<file path="src/ddg_regs.svh">
// Register offsets, field layouts and reset values of the divider gate bank
`ifndef DDG_REGS_SVH
`define DDG_REGS_SVH

// ****************************************
// Address and data widths
// ****************************************
`define DDG_ADDR_W          16
`define DDG_DATA_W          8

// ****************************************
// Register offsets
// ****************************************
`define DDG_OFF_ROUTE       16'h0a03
`define DDG_OFF_POWER       16'h0a05
`define DDG_OFF_STATUS      16'h0a06
`define DDG_OFF_RES_A       16'h0b24
`define DDG_OFF_RES_B       16'h0b25
`define DDG_OFF_LOS_GATE    16'h0b46
`define DDG_OFF_OOF_GATE    16'h0b47
`define DDG_OFF_OOF_DIV     16'h0b48
`define DDG_OFF_CAL_OVR     16'h0b49
`define DDG_OFF_DIV_GATE    16'h0b4a
`define DDG_OFF_CODE_LO     16'h0b57
`define DDG_OFF_CODE_HI     16'h0b58

// ****************************************
// Field widths and positions
// ****************************************
`define DDG_NOUT            5
`define DDG_NIN             4
`define DDG_NOOF            5
`define DDG_NDET            14
`define DDG_CAL_W           2
`define DDG_CODE_W          12
`define DDG_CODE_LO_W       8
`define DDG_CODE_HI_W       4
`define DDG_CAL_INH_LSB     0
`define DDG_CAL_FRC_LSB     2
`define DDG_FB_GATE_BIT     5
`define DDG_FB_CAL_BIT      6

// ****************************************
// Reset values
// ****************************************
`define DDG_RST_ROUTE       5'h00
`define DDG_RST_POWER       5'h00
`define DDG_RST_RES         8'h00
`define DDG_RST_LOS         4'h0
`define DDG_RST_OOF         5'h00
`define DDG_RST_CAL         2'h0
`define DDG_RST_FB          1'b0
`define DDG_RST_CODE        12'h000
`define DDG_RDATA_ZERO      8'h00

`endif

</file>
<file path="src/ddg_pkg.sv">
// Types shared by the divider gate bank modules
`default_nettype none
`include "ddg_regs.svh"

package ddg_pkg;

   typedef logic [`DDG_ADDR_W-1:0] ddg_addr_type;
   typedef logic [`DDG_DATA_W-1:0] ddg_data_type;

   // ****************************************
   // Register bank state
   // ****************************************
   typedef struct packed {
      logic [`DDG_NOUT-1:0]   route_en;
      logic [`DDG_NOUT-1:0]   power_on;
      ddg_data_type           res_a;
      ddg_data_type           res_b;
      logic [`DDG_NIN-1:0]    los_gate;
      logic [`DDG_NOOF-1:0]   oof_gate;
      logic [`DDG_NOOF-1:0]   oof_div_gate;
      logic [`DDG_CAL_W-1:0]  cal_inhibit;
      logic [`DDG_CAL_W-1:0]  cal_force;
      logic [`DDG_NOUT-1:0]   out_gate;
      logic                   fb_gate;
      logic                   fb_cal_inh;
      logic [`DDG_CODE_W-1:0] cal_code;
      ddg_data_type           rdata;
      logic                   rvalid;
   } ddg_bank_type;

endpackage
`default_nettype wire

</file>
<file path="src/ddg_bank.sv">
// Divider and detector clock gating register bank
`timescale 1ns/100ps
`default_nettype none
`include "ddg_regs.svh"

// What this block does
// - Per-output-divider power bit, one powers up
// - Output divider runs only when gate zero
// - Feedback divider clock stops when bit one
// - Feedback calibration inhibited while bit one
// - Signal-loss detection per input while zero
// - Frequency-offset clocks gated, top bit reference
// - Frequency-offset divider clocks gated, same mapping
// - Two reserved byte registers read and write
// - Twelve-bit oscillator code across two addresses
// - Output drives only when route enable set
module ddg_bank (
   input  wire logic                         CLK,
   input  wire logic                         RST,
   input  wire ddg_pkg::ddg_addr_type        REG_ADDR,
   input  wire logic                         REG_WR,
   input  wire logic                         REG_RD,
   input  wire ddg_pkg::ddg_data_type        REG_WDATA,
   output ddg_pkg::ddg_data_type             REG_RDATA,
   output logic                              REG_RVALID,
   output logic [`DDG_NOUT-1:0]              OUT_DIV_RUN,
   output logic [`DDG_NOUT-1:0]              OUT_DIV_DRIVE,
   output logic                              FB_DIV_RUN,
   output logic                              FB_CAL_PERMIT,
   output logic [`DDG_NIN-1:0]               LOS_DET_RUN,
   output logic [`DDG_NOOF-1:0]              OOF_DET_RUN,
   output logic [`DDG_NOOF-1:0]              OOF_DIV_RUN,
   output logic [`DDG_CAL_W-1:0]             CAL_INHIBIT,
   output logic [`DDG_CAL_W-1:0]             CAL_FORCE,
   output logic [`DDG_CODE_W-1:0]            OSC_CAL_CODE,
   output ddg_pkg::ddg_data_type             UPD_SEQ_A,
   output ddg_pkg::ddg_data_type             UPD_SEQ_B
);
   import ddg_pkg::*;

   ddg_bank_type            st_reg;
   ddg_bank_type            st_next;
   logic [`DDG_NOUT-1:0]    div_drive;
   logic [`DDG_NDET-1:0]    det_run;

   // ****************************************
   // Address decode
   // ****************************************
   function automatic logic hit(input ddg_addr_type a,
                                input ddg_addr_type off);
      hit = (a == off);
   endfunction

   // ****************************************
   // Register write and read
   // ****************************************
   always_comb begin
      st_next        = st_reg;
      st_next.rvalid = REG_RD;
      st_next.rdata  = `DDG_RDATA_ZERO;
      if (REG_WR) begin
         if (hit(REG_ADDR, `DDG_OFF_ROUTE)) begin
            st_next.route_en = REG_WDATA[`DDG_NOUT-1:0];
         end
         if (hit(REG_ADDR, `DDG_OFF_POWER)) begin
            st_next.power_on = REG_WDATA[`DDG_NOUT-1:0];
         end
         if (hit(REG_ADDR, `DDG_OFF_RES_A)) begin
            st_next.res_a = REG_WDATA;
         end
         if (hit(REG_ADDR, `DDG_OFF_RES_B)) begin
            st_next.res_b = REG_WDATA;
         end
         if (hit(REG_ADDR, `DDG_OFF_LOS_GATE)) begin
            st_next.los_gate = REG_WDATA[`DDG_NIN-1:0];
         end
         if (hit(REG_ADDR, `DDG_OFF_OOF_GATE)) begin
            st_next.oof_gate = REG_WDATA[`DDG_NOOF-1:0];
         end
         if (hit(REG_ADDR, `DDG_OFF_OOF_DIV)) begin
            st_next.oof_div_gate = REG_WDATA[`DDG_NOOF-1:0];
         end
         if (hit(REG_ADDR, `DDG_OFF_CAL_OVR)) begin
            // Stored as written; keeping them zero is up to software
            st_next.cal_inhibit = REG_WDATA[`DDG_CAL_INH_LSB +: `DDG_CAL_W];
            st_next.cal_force   = REG_WDATA[`DDG_CAL_FRC_LSB +: `DDG_CAL_W];
         end
         if (hit(REG_ADDR, `DDG_OFF_DIV_GATE)) begin
            st_next.out_gate   = REG_WDATA[`DDG_NOUT-1:0];
            st_next.fb_gate    = REG_WDATA[`DDG_FB_GATE_BIT];
            st_next.fb_cal_inh = REG_WDATA[`DDG_FB_CAL_BIT];
         end
         if (hit(REG_ADDR, `DDG_OFF_CODE_LO)) begin
            st_next.cal_code[`DDG_CODE_LO_W-1:0] = REG_WDATA;
         end
         if (hit(REG_ADDR, `DDG_OFF_CODE_HI)) begin
            st_next.cal_code[`DDG_CODE_W-1:`DDG_CODE_LO_W] =
               REG_WDATA[`DDG_CODE_HI_W-1:0];
         end
      end
      if (REG_RD) begin
         // Reserved bits and unmapped addresses read as zero
         if (hit(REG_ADDR, `DDG_OFF_ROUTE)) begin
            st_next.rdata[`DDG_NOUT-1:0] = st_reg.route_en;
         end
         if (hit(REG_ADDR, `DDG_OFF_POWER)) begin
            st_next.rdata[`DDG_NOUT-1:0] = st_reg.power_on;
         end
         if (hit(REG_ADDR, `DDG_OFF_STATUS)) begin
            st_next.rdata[`DDG_NOUT-1:0] = div_drive;
         end
         if (hit(REG_ADDR, `DDG_OFF_RES_A)) begin
            st_next.rdata = st_reg.res_a;
         end
         if (hit(REG_ADDR, `DDG_OFF_RES_B)) begin
            st_next.rdata = st_reg.res_b;
         end
         if (hit(REG_ADDR, `DDG_OFF_LOS_GATE)) begin
            st_next.rdata[`DDG_NIN-1:0] = st_reg.los_gate;
         end
         if (hit(REG_ADDR, `DDG_OFF_OOF_GATE)) begin
            st_next.rdata[`DDG_NOOF-1:0] = st_reg.oof_gate;
         end
         if (hit(REG_ADDR, `DDG_OFF_OOF_DIV)) begin
            st_next.rdata[`DDG_NOOF-1:0] = st_reg.oof_div_gate;
         end
         if (hit(REG_ADDR, `DDG_OFF_CAL_OVR)) begin
            st_next.rdata[`DDG_CAL_INH_LSB +: `DDG_CAL_W] =
               st_reg.cal_inhibit;
            st_next.rdata[`DDG_CAL_FRC_LSB +: `DDG_CAL_W] = st_reg.cal_force;
         end
         if (hit(REG_ADDR, `DDG_OFF_DIV_GATE)) begin
            st_next.rdata[`DDG_NOUT-1:0]     = st_reg.out_gate;
            st_next.rdata[`DDG_FB_GATE_BIT]  = st_reg.fb_gate;
            st_next.rdata[`DDG_FB_CAL_BIT]   = st_reg.fb_cal_inh;
         end
         if (hit(REG_ADDR, `DDG_OFF_CODE_LO)) begin
            st_next.rdata = st_reg.cal_code[`DDG_CODE_LO_W-1:0];
         end
         if (hit(REG_ADDR, `DDG_OFF_CODE_HI)) begin
            st_next.rdata[`DDG_CODE_HI_W-1:0] =
               st_reg.cal_code[`DDG_CODE_W-1:`DDG_CODE_LO_W];
         end
      end
   end

   always_ff @(posedge CLK or posedge RST) begin
      if (RST) begin
         st_reg.route_en     <= `DDG_RST_ROUTE;
         st_reg.power_on     <= `DDG_RST_POWER;
         st_reg.res_a        <= `DDG_RST_RES;
         st_reg.res_b        <= `DDG_RST_RES;
         st_reg.los_gate     <= `DDG_RST_LOS;
         st_reg.oof_gate     <= `DDG_RST_OOF;
         st_reg.oof_div_gate <= `DDG_RST_OOF;
         st_reg.cal_inhibit  <= `DDG_RST_CAL;
         st_reg.cal_force    <= `DDG_RST_CAL;
         st_reg.out_gate     <= `DDG_RST_POWER;
         st_reg.fb_gate      <= `DDG_RST_FB;
         st_reg.fb_cal_inh   <= `DDG_RST_FB;
         st_reg.cal_code     <= `DDG_RST_CODE;
         st_reg.rdata        <= `DDG_RDATA_ZERO;
         st_reg.rvalid       <= 1'b0;
      end else begin
         st_reg <= st_next;
      end
   end

   // ****************************************
   // Clock enables
   // ****************************************
   ddg_chan_gate #(
      .N          (`DDG_NOUT)
   ) u_out_gate (
      .clk        (CLK),
      .rst        (RST),
      .gate_bits  (st_reg.out_gate),
      .power_bits (st_reg.power_on),
      .route_bits (st_reg.route_en),
      .run        (OUT_DIV_RUN),
      .drive      (div_drive)
   );

   // Detectors have no power or route bit, so only the gates matter
   ddg_chan_gate #(
      .N          (`DDG_NDET)
   ) u_det_gate (
      .clk        (CLK),
      .rst        (RST),
      .gate_bits  ({st_reg.oof_div_gate, st_reg.oof_gate,
                    st_reg.los_gate}),
      .power_bits ({`DDG_NDET{1'b1}}),
      .route_bits ({`DDG_NDET{1'b1}}),
      .run        (det_run),
      .drive      ()
   );

   ddg_fb_ctrl u_fb (
      .clk        (CLK),
      .rst        (RST),
      .fb_gate    (st_reg.fb_gate),
      .fb_cal_inh (st_reg.fb_cal_inh),
      .fb_run     (FB_DIV_RUN),
      .fb_cal_ok  (FB_CAL_PERMIT)
   );

   assign LOS_DET_RUN   = det_run[`DDG_NIN-1:0];
   assign OOF_DET_RUN   = det_run[`DDG_NIN +: `DDG_NOOF];
   assign OOF_DIV_RUN   = det_run[`DDG_NIN+`DDG_NOOF +: `DDG_NOOF];
   assign OUT_DIV_DRIVE = div_drive;
   assign CAL_INHIBIT   = st_reg.cal_inhibit;
   assign CAL_FORCE     = st_reg.cal_force;
   assign OSC_CAL_CODE  = st_reg.cal_code;
   assign UPD_SEQ_A     = st_reg.res_a;
   assign UPD_SEQ_B     = st_reg.res_b;
   assign REG_RDATA     = st_reg.rdata;
   assign REG_RVALID    = st_reg.rvalid;

endmodule
`default_nettype wire

</file>
<file path="src/ddg_chan_gate.sv">
// Per-channel clock enable: runs where powered and not gated
`timescale 1ns/100ps
`default_nettype none

module ddg_chan_gate #(
   parameter int N = 5
) (
   input  wire logic         clk,
   input  wire logic         rst,
   input  wire logic [N-1:0] gate_bits,
   input  wire logic [N-1:0] power_bits,
   input  wire logic [N-1:0] route_bits,
   output logic      [N-1:0] run,
   output logic      [N-1:0] drive
);

   typedef struct packed {
      logic [N-1:0] run;
      logic [N-1:0] drive;
   } ddg_chan_type;

   ddg_chan_type st_reg;
   ddg_chan_type st_next;

   // ****************************************
   // Channel enables
   // ****************************************
   always_comb begin
      st_next = st_reg;
      for (int i = 0; i < N; i++) begin
         st_next.run[i]   = power_bits[i] & ~gate_bits[i];
         // A channel only reaches its driver once routed as well
         st_next.drive[i] = power_bits[i] & ~gate_bits[i] & route_bits[i];
      end
   end

   always_ff @(posedge clk or posedge rst) begin
      if (rst) begin
         st_reg <= '0;
      end else begin
         st_reg <= st_next;
      end
   end

   assign run   = st_reg.run;
   assign drive = st_reg.drive;

endmodule
`default_nettype wire

</file>
<file path="src/ddg_fb_ctrl.sv">
// Feedback divider run and calibration permit
`timescale 1ns/100ps
`default_nettype none

module ddg_fb_ctrl (
   input  wire logic       clk,
   input  wire logic       rst,
   input  wire logic       fb_gate,
   input  wire logic       fb_cal_inh,
   output logic            fb_run,
   output logic            fb_cal_ok
);

   typedef struct packed {
      logic run;
      logic cal_ok;
   } ddg_fb_type;

   ddg_fb_type st_reg;
   ddg_fb_type st_next;

   always_comb begin
      st_next        = st_reg;
      st_next.run    = ~fb_gate;
      st_next.cal_ok = ~fb_cal_inh;
   end

   always_ff @(posedge clk or posedge rst) begin
      if (rst) begin
         st_reg <= '0;
      end else begin
         st_reg <= st_next;
      end
   end

   assign fb_run    = st_reg.run;
   assign fb_cal_ok = st_reg.cal_ok;

endmodule
`default_nettype wire

</file>
<file path="config.mk">
export PLATFORM = sky130hd
export DESIGN_NAME = ddg_bank
export DESIGN_NICKNAME = d
export VERILOG_FILES = /design/src/ddg_pkg.sv /design/src/ddg_bank.sv /design/src/ddg_chan_gate.sv /design/src/ddg_fb_ctrl.sv
export VERILOG_INCLUDE_DIRS = /design/src
export SDC_FILE = /design/constraint.sdc
export NUM_CORES = 1
export LEC_CHECK = 0
export ABC_AREA = 1
export BUFFER_PORTS_ARGS = -buffer_cell sky130_fd_sc_hd__clkbuf_2
export CAP_MARGIN = 20
export CORE_MARGIN = 5
export CORE_UTILIZATION = 41
export DETAILED_ROUTE_END_ITERATION = 6
export PLACE_DENSITY = 0.64
export SYNTH_ARGS = -nofsm -noshare
export SYNTH_HDL_FRONTEND = slang
export SYNTH_SLANG_ARGS = --single-unit
</file>
<file path="constraint.sdc">
create_clock -name CLK -period 3.9 [get_ports CLK]
set_input_delay 0.975 -clock CLK [delete_from_list [all_inputs] [get_ports CLK]]
set_output_delay 0.975 -clock CLK [all_outputs]
set_load 0.01 [all_outputs]
</file>
== After elaboration in Yosys (flattened, before gate mapping) ==
Cells that the tools add are included.

* Register bits: 98
* Latch bits: 0
* Memory bits (writable): 0
* Bits in read-only memories: 0
* Output and inout bits: 67
* Word-level logic and storage cells: 88
* Memories: 0

* $add $sub $neg: 0
* Multiply operators: 0
* Divide/modulo/power cells: 0
* Order comparisons: 0
* Equality and inequality tests: 12
* Shifts and indexed selects: 0
* Mux-type cells: 13
* Bitwise logic cells: 31
* Reduce and logical (&&, ||, !) cells: 11

{| class="wikitable"
|+ Operator list
! operator !! count
|-
| 16-bit by 12-bit equality test with 1-bit output (second input constant) || 12
|-
| 8-bit two-way mux || 4
|-
| 5-bit two-way mux || 5
|-
| 2-bit AND reduction || 11
|-
| 1-bit inverter || 21
|-
| 4-bit two-way mux || 3
|-
| 1-bit AND || 10
|-
| 7-bit two-way mux || 1
|}

== Longest topological paths before layout ==
Gate-level depths: netlist (run 1).

* Depth after elaboration: 14
* Gate-level depth with buffers: 18
* Depth with buffers taken out: 18

== By module ==
A second synthesis (run 1) with hierarchy kept.

* Cells, all modules: 648
* Area, all modules: 5366.4 µm²

{| class="wikitable"
|+ Modules (own cells, without submodules)
! module !! instances !! cells an instance !! area each (µm²)
|-
| ddg_bank || 1 || 508 || 3895.0
|-
| ddg_chan_gate at u_det_gate || 1 || 99 || 1037.2
|-
| ddg_chan_gate at u_out_gate || 1 || 36 || 372.9
|-
| ddg_fb_ctrl || 1 || 5 || 61.3
|}

== Worst setup path after synthesis (run 1) ==
Ideal clock, no wire load.

* Path kind: in2reg
* From: input REG_ADDR[13]
* To: register st_reg (netlist bit REG_RDATA[0])
* Library setup time: 0.123 ns
* Data arrival time: 2.186 ns
* Data required time: 3.777 ns
* Slack: 1.591 ns
* Stages on the path: 16
* Buffers on the path: 0
* Cells stage by stage: nor2_1 nand2_2 nor2_8 nand3_1 o21ai_0 inv_1 nand2_1 nand2_1 nand2_1 nand2_1 nand2_1 nand2_1 nand2_1 nand2_1 nand2_1 a21oi_1

{| class="wikitable"
|+ RTL lines
! element !! RTL line !! text
|-
| start: declaration || ddg_bank.sv:20 || <nowiki>input wire ddg_pkg::ddg_addr_type REG_ADDR,</nowiki>
|-
| end signal: assignment || ddg_bank.sv:165 || <nowiki>st_reg <= st_next;</nowiki>
|-
| end: declaration || ddg_bank.sv:41 || <nowiki>ddg_bank_type st_reg;</nowiki>
|}

==> impl_results.md, run 1 <==
- Hold Vio Cnt, Final: 0
- Yosys reg bits: 98
- Relative slew slack: 0.602
- WL final: 11800 um
- Clock period minus worst slack: 2.42 ns
- Final nets: 646
- WS Path Type: input pin to register
- Sequential power share: 0.477
- Die ar.: 13500 um^2
- Placed Instances: 747
- DPL Wire Length: 9090 um
- WP data arrival: 2.70 ns
- Skew final: 0.00557 ns
- Crit-path max FO: 13
- Largest register FFs: 31
- Clock sink total: 98
- Outcome: completed
- TNS Setup: 0 ns
- Die Span Y: 116 um
- Worst EP required: 4.18 ns
- Clk slew on worst S/H paths: 0.06 ns
- Worst setup SP type: input pin
- Peak VDD IR: 189 uV
- Post-route antenna net violation count: 0
- Antenna cell count: 0
- Clk network pwr share: 0.486
- Max Fclk: 0.413 GHz
- RSZ-0062 raised after global routing: no
- Largest net degree at the start of global routing: 35
- Avg Cell Area, Syn: 8.33 um^2
- Sw Share: 0.205
- Boundary Pins: 95
- Clock Root Buffer: clkbuf_16
- CTS buffer count: 9
- Vias: 3743
- Yosys Warn Count: 0
- # Post-CTS Setup Buffers: 0
- Area share of the largest cell type after synthesis: 0.529
- GP Congestion: 0.883
- Critical path capture point type: register
- Number of max-cap violations: 0
- 1st-iter DRT viols: 221
- Vias/cell: 4.91
- Comb power frac: 0.037
- WL/cell: 15.5 um
- Slowest-stage cell, CP: nor2_2
- # fillers: 1077
- GR Util All Layers: 0.188
- Yosys cell types: 31
- Initial Util: 0.422
- Max Slew Vio Count: 0
- Ratio of cells with drive above 1 in the final layout: 0.220
- Deepest clock path buffer count: 2
- Final Setup Violations: 0
- Syn nets: 585
- Worst-skew pair later-pin latency: 0.35 ns
- Number of remaining DRC errors: 0
- Post-synthesis sequential area ratio: 0.529
- Lkg Pwr: 2.66 nW
- Crit path cell chain: clkbuf_2 -> nor2_1 -> nand2_2 -> nor2_2 -> nand3_1 -> nand2_1 -> inv_1 -> nand3_1 -> nand2_1 -> nand2_1 -> nand2_1 -> nand2_1 -> nand2_1 -> nand2_1 -> nand2_1 -> nand2_1 -> nand2_1 -> a21oi_1
- Core area: 11000 um^2
- Internal: 1.69 mW
- CTS tree: done
- Area grow syn2layout: 14.8%
- Grt ovf: 0
- Port Buffers: 94
- P_sw: 0.437 mW
- Vias in the first global route: 3793
- Width of the die: 116 um
- Hold-fix buffers, CTS: 0
- Post-Layout Cell Count: 763
- Global-route wire length before repair: 19400 um
- Slew @ Worst Pin: 0.594 ns
- Detailed Routing Iterations Pass 1: 5
- Ranking of synthesized cells by area: dfrtp_1 (53%), nand2_1 (11%), o21ai_0 (8.7%), inv_1 (6.9%), buf_4 (6.6%)
- PD cells: 400 nW/um^2
- Period utilisation layout: 0.621
- Synth area leader: dfrtp_1
- Post-CTS resize count: 0
- HP Class: register to register
- Mapped Area: 4640 um^2
- Gate Count Post-Synth: 557
- Crit path top cell by count: nand2_1
- Critical path's largest stage delay: 0.42 ns
- Clock H-tree levels: 3
- Initial antenna violation count: 0
- Cell Rows: 38
==> cell usage in the layout (no fill, tap or decap), types with 4 or more instances in the layout <==
cell and instances:
nand2_1 141, dfrtp_1 98, clkbuf_2 94, inv_1 84
o21ai_0 81, nor2_1 25, nand3_1 23, a21oi_1 9
clkbuf_16 9, nor3_1 8, nand4_1 6, inv_2 6
nor2_4 4
==> cells in the mapped netlist (all sizes together) <==
cell and n:
a21oi 9, a221oi 1, a31oi 2, buf 42, clkbuf 4, dfrtp 98
inv 92, nand2 143, nand3 24, nand3b 1, nand4 7, nor2 33
nor3 12, nor4 1, o211ai 1, o21ai 83, o21bai 1, o22ai 2
or2 1
==> cell type report <==
class,count,area [um^2],share of cell area
Clock buffer,11,253,0.0475
Clock inverter,5,100,0.0188
Inverter,92,350,0.0658
Multi-Input combinational cell,321,1510,0.284
Sequential cell,98,2450,0.460
Tap cell,140,175,0.0329
Timing Repair Buffer,96,485,0.0911
==> power groups by stage <==
stage | clock, mW | sequential (mW) | combinational (mW)
global route | 1.09 | 1.02 | 0.0887
finish | 1.04 | 1.02 | 0.0779
detailed placement | 0 | 1.04 | 0.0799
CTS | 1.05 | 1.02 | 0.0799
global placement | 0 | 1.04 | 0.0786
floorplan | 0 | 1.04 | 0.0398
==> worst paths after layout <==
check | start | end | slack, ns | depth (start not counted)
hold reg to reg | st_reg[21] | u_fb.fb_cal_ok | 0.44 | 1
setup / recovery | REG_ADDR[13] | REG_RDATA[1] | 1.48 | 18
min in group asynchronous | RST | u_det_gate.run[11] | 0.61 | 2
max in group asynchronous | RST | REG_RDATA[5] | 2.47 | 3
setup reg to reg | u_out_gate.drive[1] | REG_RDATA[1] | 2.54 | 14
hold / removal | st_reg[21] | u_fb.fb_cal_ok | 0.44 | 1
==> routing by layer <==
metal / GRT usage / part of all wire / up-vias
met5: 0 / 0 / -
met4: 0.0897 / 0.034 / 0
met3: 0.0373 / 0.051 / 28
met2: 0.298 / 0.47 / 94
met1: 0.249 / 0.45 / 1786
li1: - / - / 1835
==> cell families after synthesis <==
| group | share of synthesized area |
|---|---|
| compound gates | 0.110 |
| flops | 0.529 |
| simple gates | 0.216 |
| buf+inv | 0.146 |
==> stage by stage <==
stage	area [um^2]	utilization	total power, mW	setup slack, ns	hold WS, ns
5_1_grt	5330	0.485	2.20	1.21	0.453
3_3_place_gp	4970	0.453	1.12	1.21	0.439
3_5_place_dp	4970	0.453	1.12	1.15	0.436
2_1_floorplan	4640	-	1.08	0.363	0.405
4_1_cts	5330	0.485	2.15	1.51	0.447
6_report	5330	0.485	2.13	1.48	0.440
==> critical path: cells and delay by family <==
family	cells	cell delay (ns)
buffers and inverters	2	0.13
and+or+nand+nor	15	1.47
AOI/OAI and AO/OA	1	0.12
No activity file was read; power rests on OpenSTA's default activity.
==> run 2, diff against run 1 <==
==> constraint.sdc (replaced) <==
create_clock -name CLK -period 2.4 [get_ports CLK]
set_input_delay 0.6 -clock CLK [delete_from_list [all_inputs] [get_ports CLK]]
set_output_delay 0.6 -clock CLK [all_outputs]
set_load 0.01 [all_outputs]
==> run 2 against run 1 <==
Clock skew up 0.0033 ns. Global-route usage down 0.36 points. Sequential power up 62%. Clock power up 48%. Final area about the same. Largest power group is now sequential cells.
==> impl_results.md, run 2 (synthesized netlist as in run 1, its figures left out) <==
- Outcome: completed
- Vias/cell: 4.86 (-0.88%)
- WS Path Type: input pin to register
- Clk slew on worst S/H paths: 0.06 ns (about the same)
- Port Buffers: 94 (unchanged)
- Slowest-stage cell, CP: nand3_1
- Sequential power share: 0.498 (+0.021)
- Period utilisation layout: 0.843
- Vias in the first global route: 3705 (-2.3%)
- Post-CTS resize count: 0 (unchanged)
- TNS Setup: 0 ns (unchanged)
- Clk network pwr share: 0.464 (-0.022)
- Boundary Pins: 95 (unchanged)
- Worst path depth: 18 (unchanged)
- Initial antenna violation count: 0 (unchanged)
- HP Class: input pin to async pin
- Hold Vio Cnt, Final: 0 (unchanged)
- Minimum hold slack: 0.366 ns (-0.0734 ns)
- Reg2reg end: REG_RDATA[1]
- PD cells: 625 nW/um^2 (+56%)
- Clock sink total: 98 (unchanged)
- Critical path's largest stage delay: 0.23 ns (-0.19 ns)
- Crit path buffers/inverters: 2 (unchanged)
- Worst EP required: 2.67 ns (-1.51 ns)
- R2r setup slk: 1.01 ns (-1.53 ns)
- Crit path top cell by count: nand2_1
- RSZ-0062 raised after global routing: no
- Core area: 11000 um^2 (unchanged)
- Ratio of cells with drive above 1 in the final layout: 0.220 (-0.000352)
- Largest register FFs: 31 (unchanged)
- Comb power frac: 0.039 (+0.002)
- Crit path cell chain: clkbuf_2 -> nor2_1 -> nand2_2 -> nor2_8 -> nand3_1 -> nand2_1 -> inv_1 -> nand3_1 -> nand2_1 -> nand2_1 -> nand2_1 -> nand2_1 -> nand2_1 -> nand2_1 -> nand2_1 -> nand2_1 -> nand2_1 -> a21oi_1
- Lkg Pwr: 2.65 nW (-0.49%)
- Sw Share: 0.211 (+0.00593)
- Wire length on met1: 5240 um (-0.64%)
- Initial Util: 0.422 (unchanged)
- GR Util All Layers: 0.185 (-0.00362)
- Crit-path max FO: 7 (-6)
- Pre-CTS setup slack: 0.0338 ns (-1.11 ns)
- Cell Rows: 38 (unchanged)
- Final Setup Violations: 0 (unchanged)
- DPL Wire Length: 8910 um (-2.0%)
- WL final: 11700 um (-0.72%)
- Max Slew Vio Count: 0 (unchanged)
- Top Metal Used: met4
- Post-route antenna net violation count: 0 (unchanged)
- Antenna cell count: 0 (unchanged)
- Final nets: 648 (+0.31%)
- Leading cell type in the layout, fill and taps excluded: nand2_1
- CTS tree: done
- Peak VDD IR: 279 uV (+48%)
- Die ar.: 13500 um^2 (unchanged)
- Total power: 3.32 mW (+56%)
- Metal3 WL: 612 um (+2.0%)
- 1st-iter DRT viols: 221 (unchanged)
- Beginning of the worst register-to-register path: u_out_gate.drive[1]
- Area grow syn2layout: 14.7% (about the same)
- Width of the die: 116 um (unchanged)
- Clock period minus worst slack: 2.02 ns
- Global-route wire length before repair: 19100 um (-1.5%)
- Slew @ Worst Pin: 0.546 ns (-0.0482 ns)
- Die Span Y: 116 um (unchanged)
- Largest net degree at the start of global routing: 99 (+180%)
- FF-to-FF path depth: 14 (unchanged)
- Smallest setup slack after layout: 0.376 ns (-1.10 ns)
- # fillers: 1092 (+1.4%)
- Clock Root Buffer: clkbuf_16
- Relative slew slack: 0.635 (+0.0323)
- Metal2 WL: 5710 um (+2.9%)
- Worst-skew pair later-pin latency: 0.35 ns (about the same)
- # Post-CTS Setup Buffers: 0 (unchanged)
- Commonest non-fill, non-tap cells in the layout: nand2_1 (141), dfrtp_1 (98), clkbuf_2 (94)
- Final core utilization: 0.485 (about the same)
- Worst setup SP type: input pin
- CTS buffer count: 9 (unchanged)
- Top delay family on crit path: simple AND/OR/NAND/NOR gates
- Vias: 3715 (-0.75%)
- Internal: 2.62 mW (+55%)
- Skew final: 0.00884 ns (+0.00327 ns)
- Number of remaining DRC errors: 0 (unchanged)
- GP Congestion: 0.983 (+11%)
- Deepest clock path buffer count: 2 (unchanged)
- Clock H-tree levels: 3 (unchanged)
- Detailed Routing Iterations Pass 1: 5 (unchanged)
- WL/cell: 15.4 um (-0.85%)
- Max Fclk: 0.494 GHz
- P_sw: 0.701 mW (+60%)
- Critical path capture point type: register
- Grt ovf: 0 (unchanged)
- WP data arrival: 2.29 ns (-0.41 ns)
- Hold-fix buffers, CTS: 0 (unchanged)
- Number of max-cap violations: 0 (unchanged)
## run 2: worst register-to-register path, cell delays in order, from the launching register on
cell     delay, ns
dfrtp_1       0.38
nand3_1       0.08
nand2_1       0.05
inv_1         0.06
nand3_1       0.09
nand2_1       0.11
nand2_1       0.06
nand2_1       0.05
nand2_1       0.05
nand2_1       0.05
nand2_1       0.05
nand2_1       0.05
nand2_1       0.04
nand2_1       0.07
a21oi_1       0.06
## run 2: power groups by stage
stage	clock network [mW]	registers, mW	logic [mW]
after floorplan	0	1.69	0.0651
after global placement	0	1.68	0.130
after detailed placement	0	1.68	0.132
after CTS	1.55	1.65	0.132
after global routing	1.63	1.65	0.147
final	1.54	1.65	0.129
## run 2: through the flow
step / cell area, um^2 / std cells
CTS: 5320 / 764
detailed placement: 5000 / 749
finish: 5320 / 764
global placement: 5000 / 749
floorplan: 4640 / 557
global route: 5320 / 764
## run 2: area by class of cell
cell class,instances,area [um^2],share of cell area
clock buffers,11,243,0.0456
inverters,92,352,0.0661
clock inverters,4,76.3,0.0143
multi-input cells,321,1510,0.284
repair buffers,98,513,0.0964
flip-flops and latches,98,2450,0.461
well taps,140,175,0.0329
## run 2: worst max-delay path by stage
stage	start	endpoint	slack (ns)
after floorplan	REG_ADDR[13]	REG_RDATA[0]	0.47
after global placement	REG_ADDR[13]	REG_RDATA[0]	0.12
after detailed placement	REG_ADDR[13]	REG_RDATA[1]	0.03
after CTS	REG_ADDR[13]	REG_RDATA[1]	0.38
after global routing	REG_ADDR[13]	REG_RDATA[2]	0.18
final	REG_ADDR[13]	REG_RDATA[1]	0.38
## run 2: per-layer routing
metal	global-route usage	vias up
li1	-	1845
met1	0.242	1757
met2	0.307	100
met3	0.0347	13
met4	0.0642	0
met5	0	-
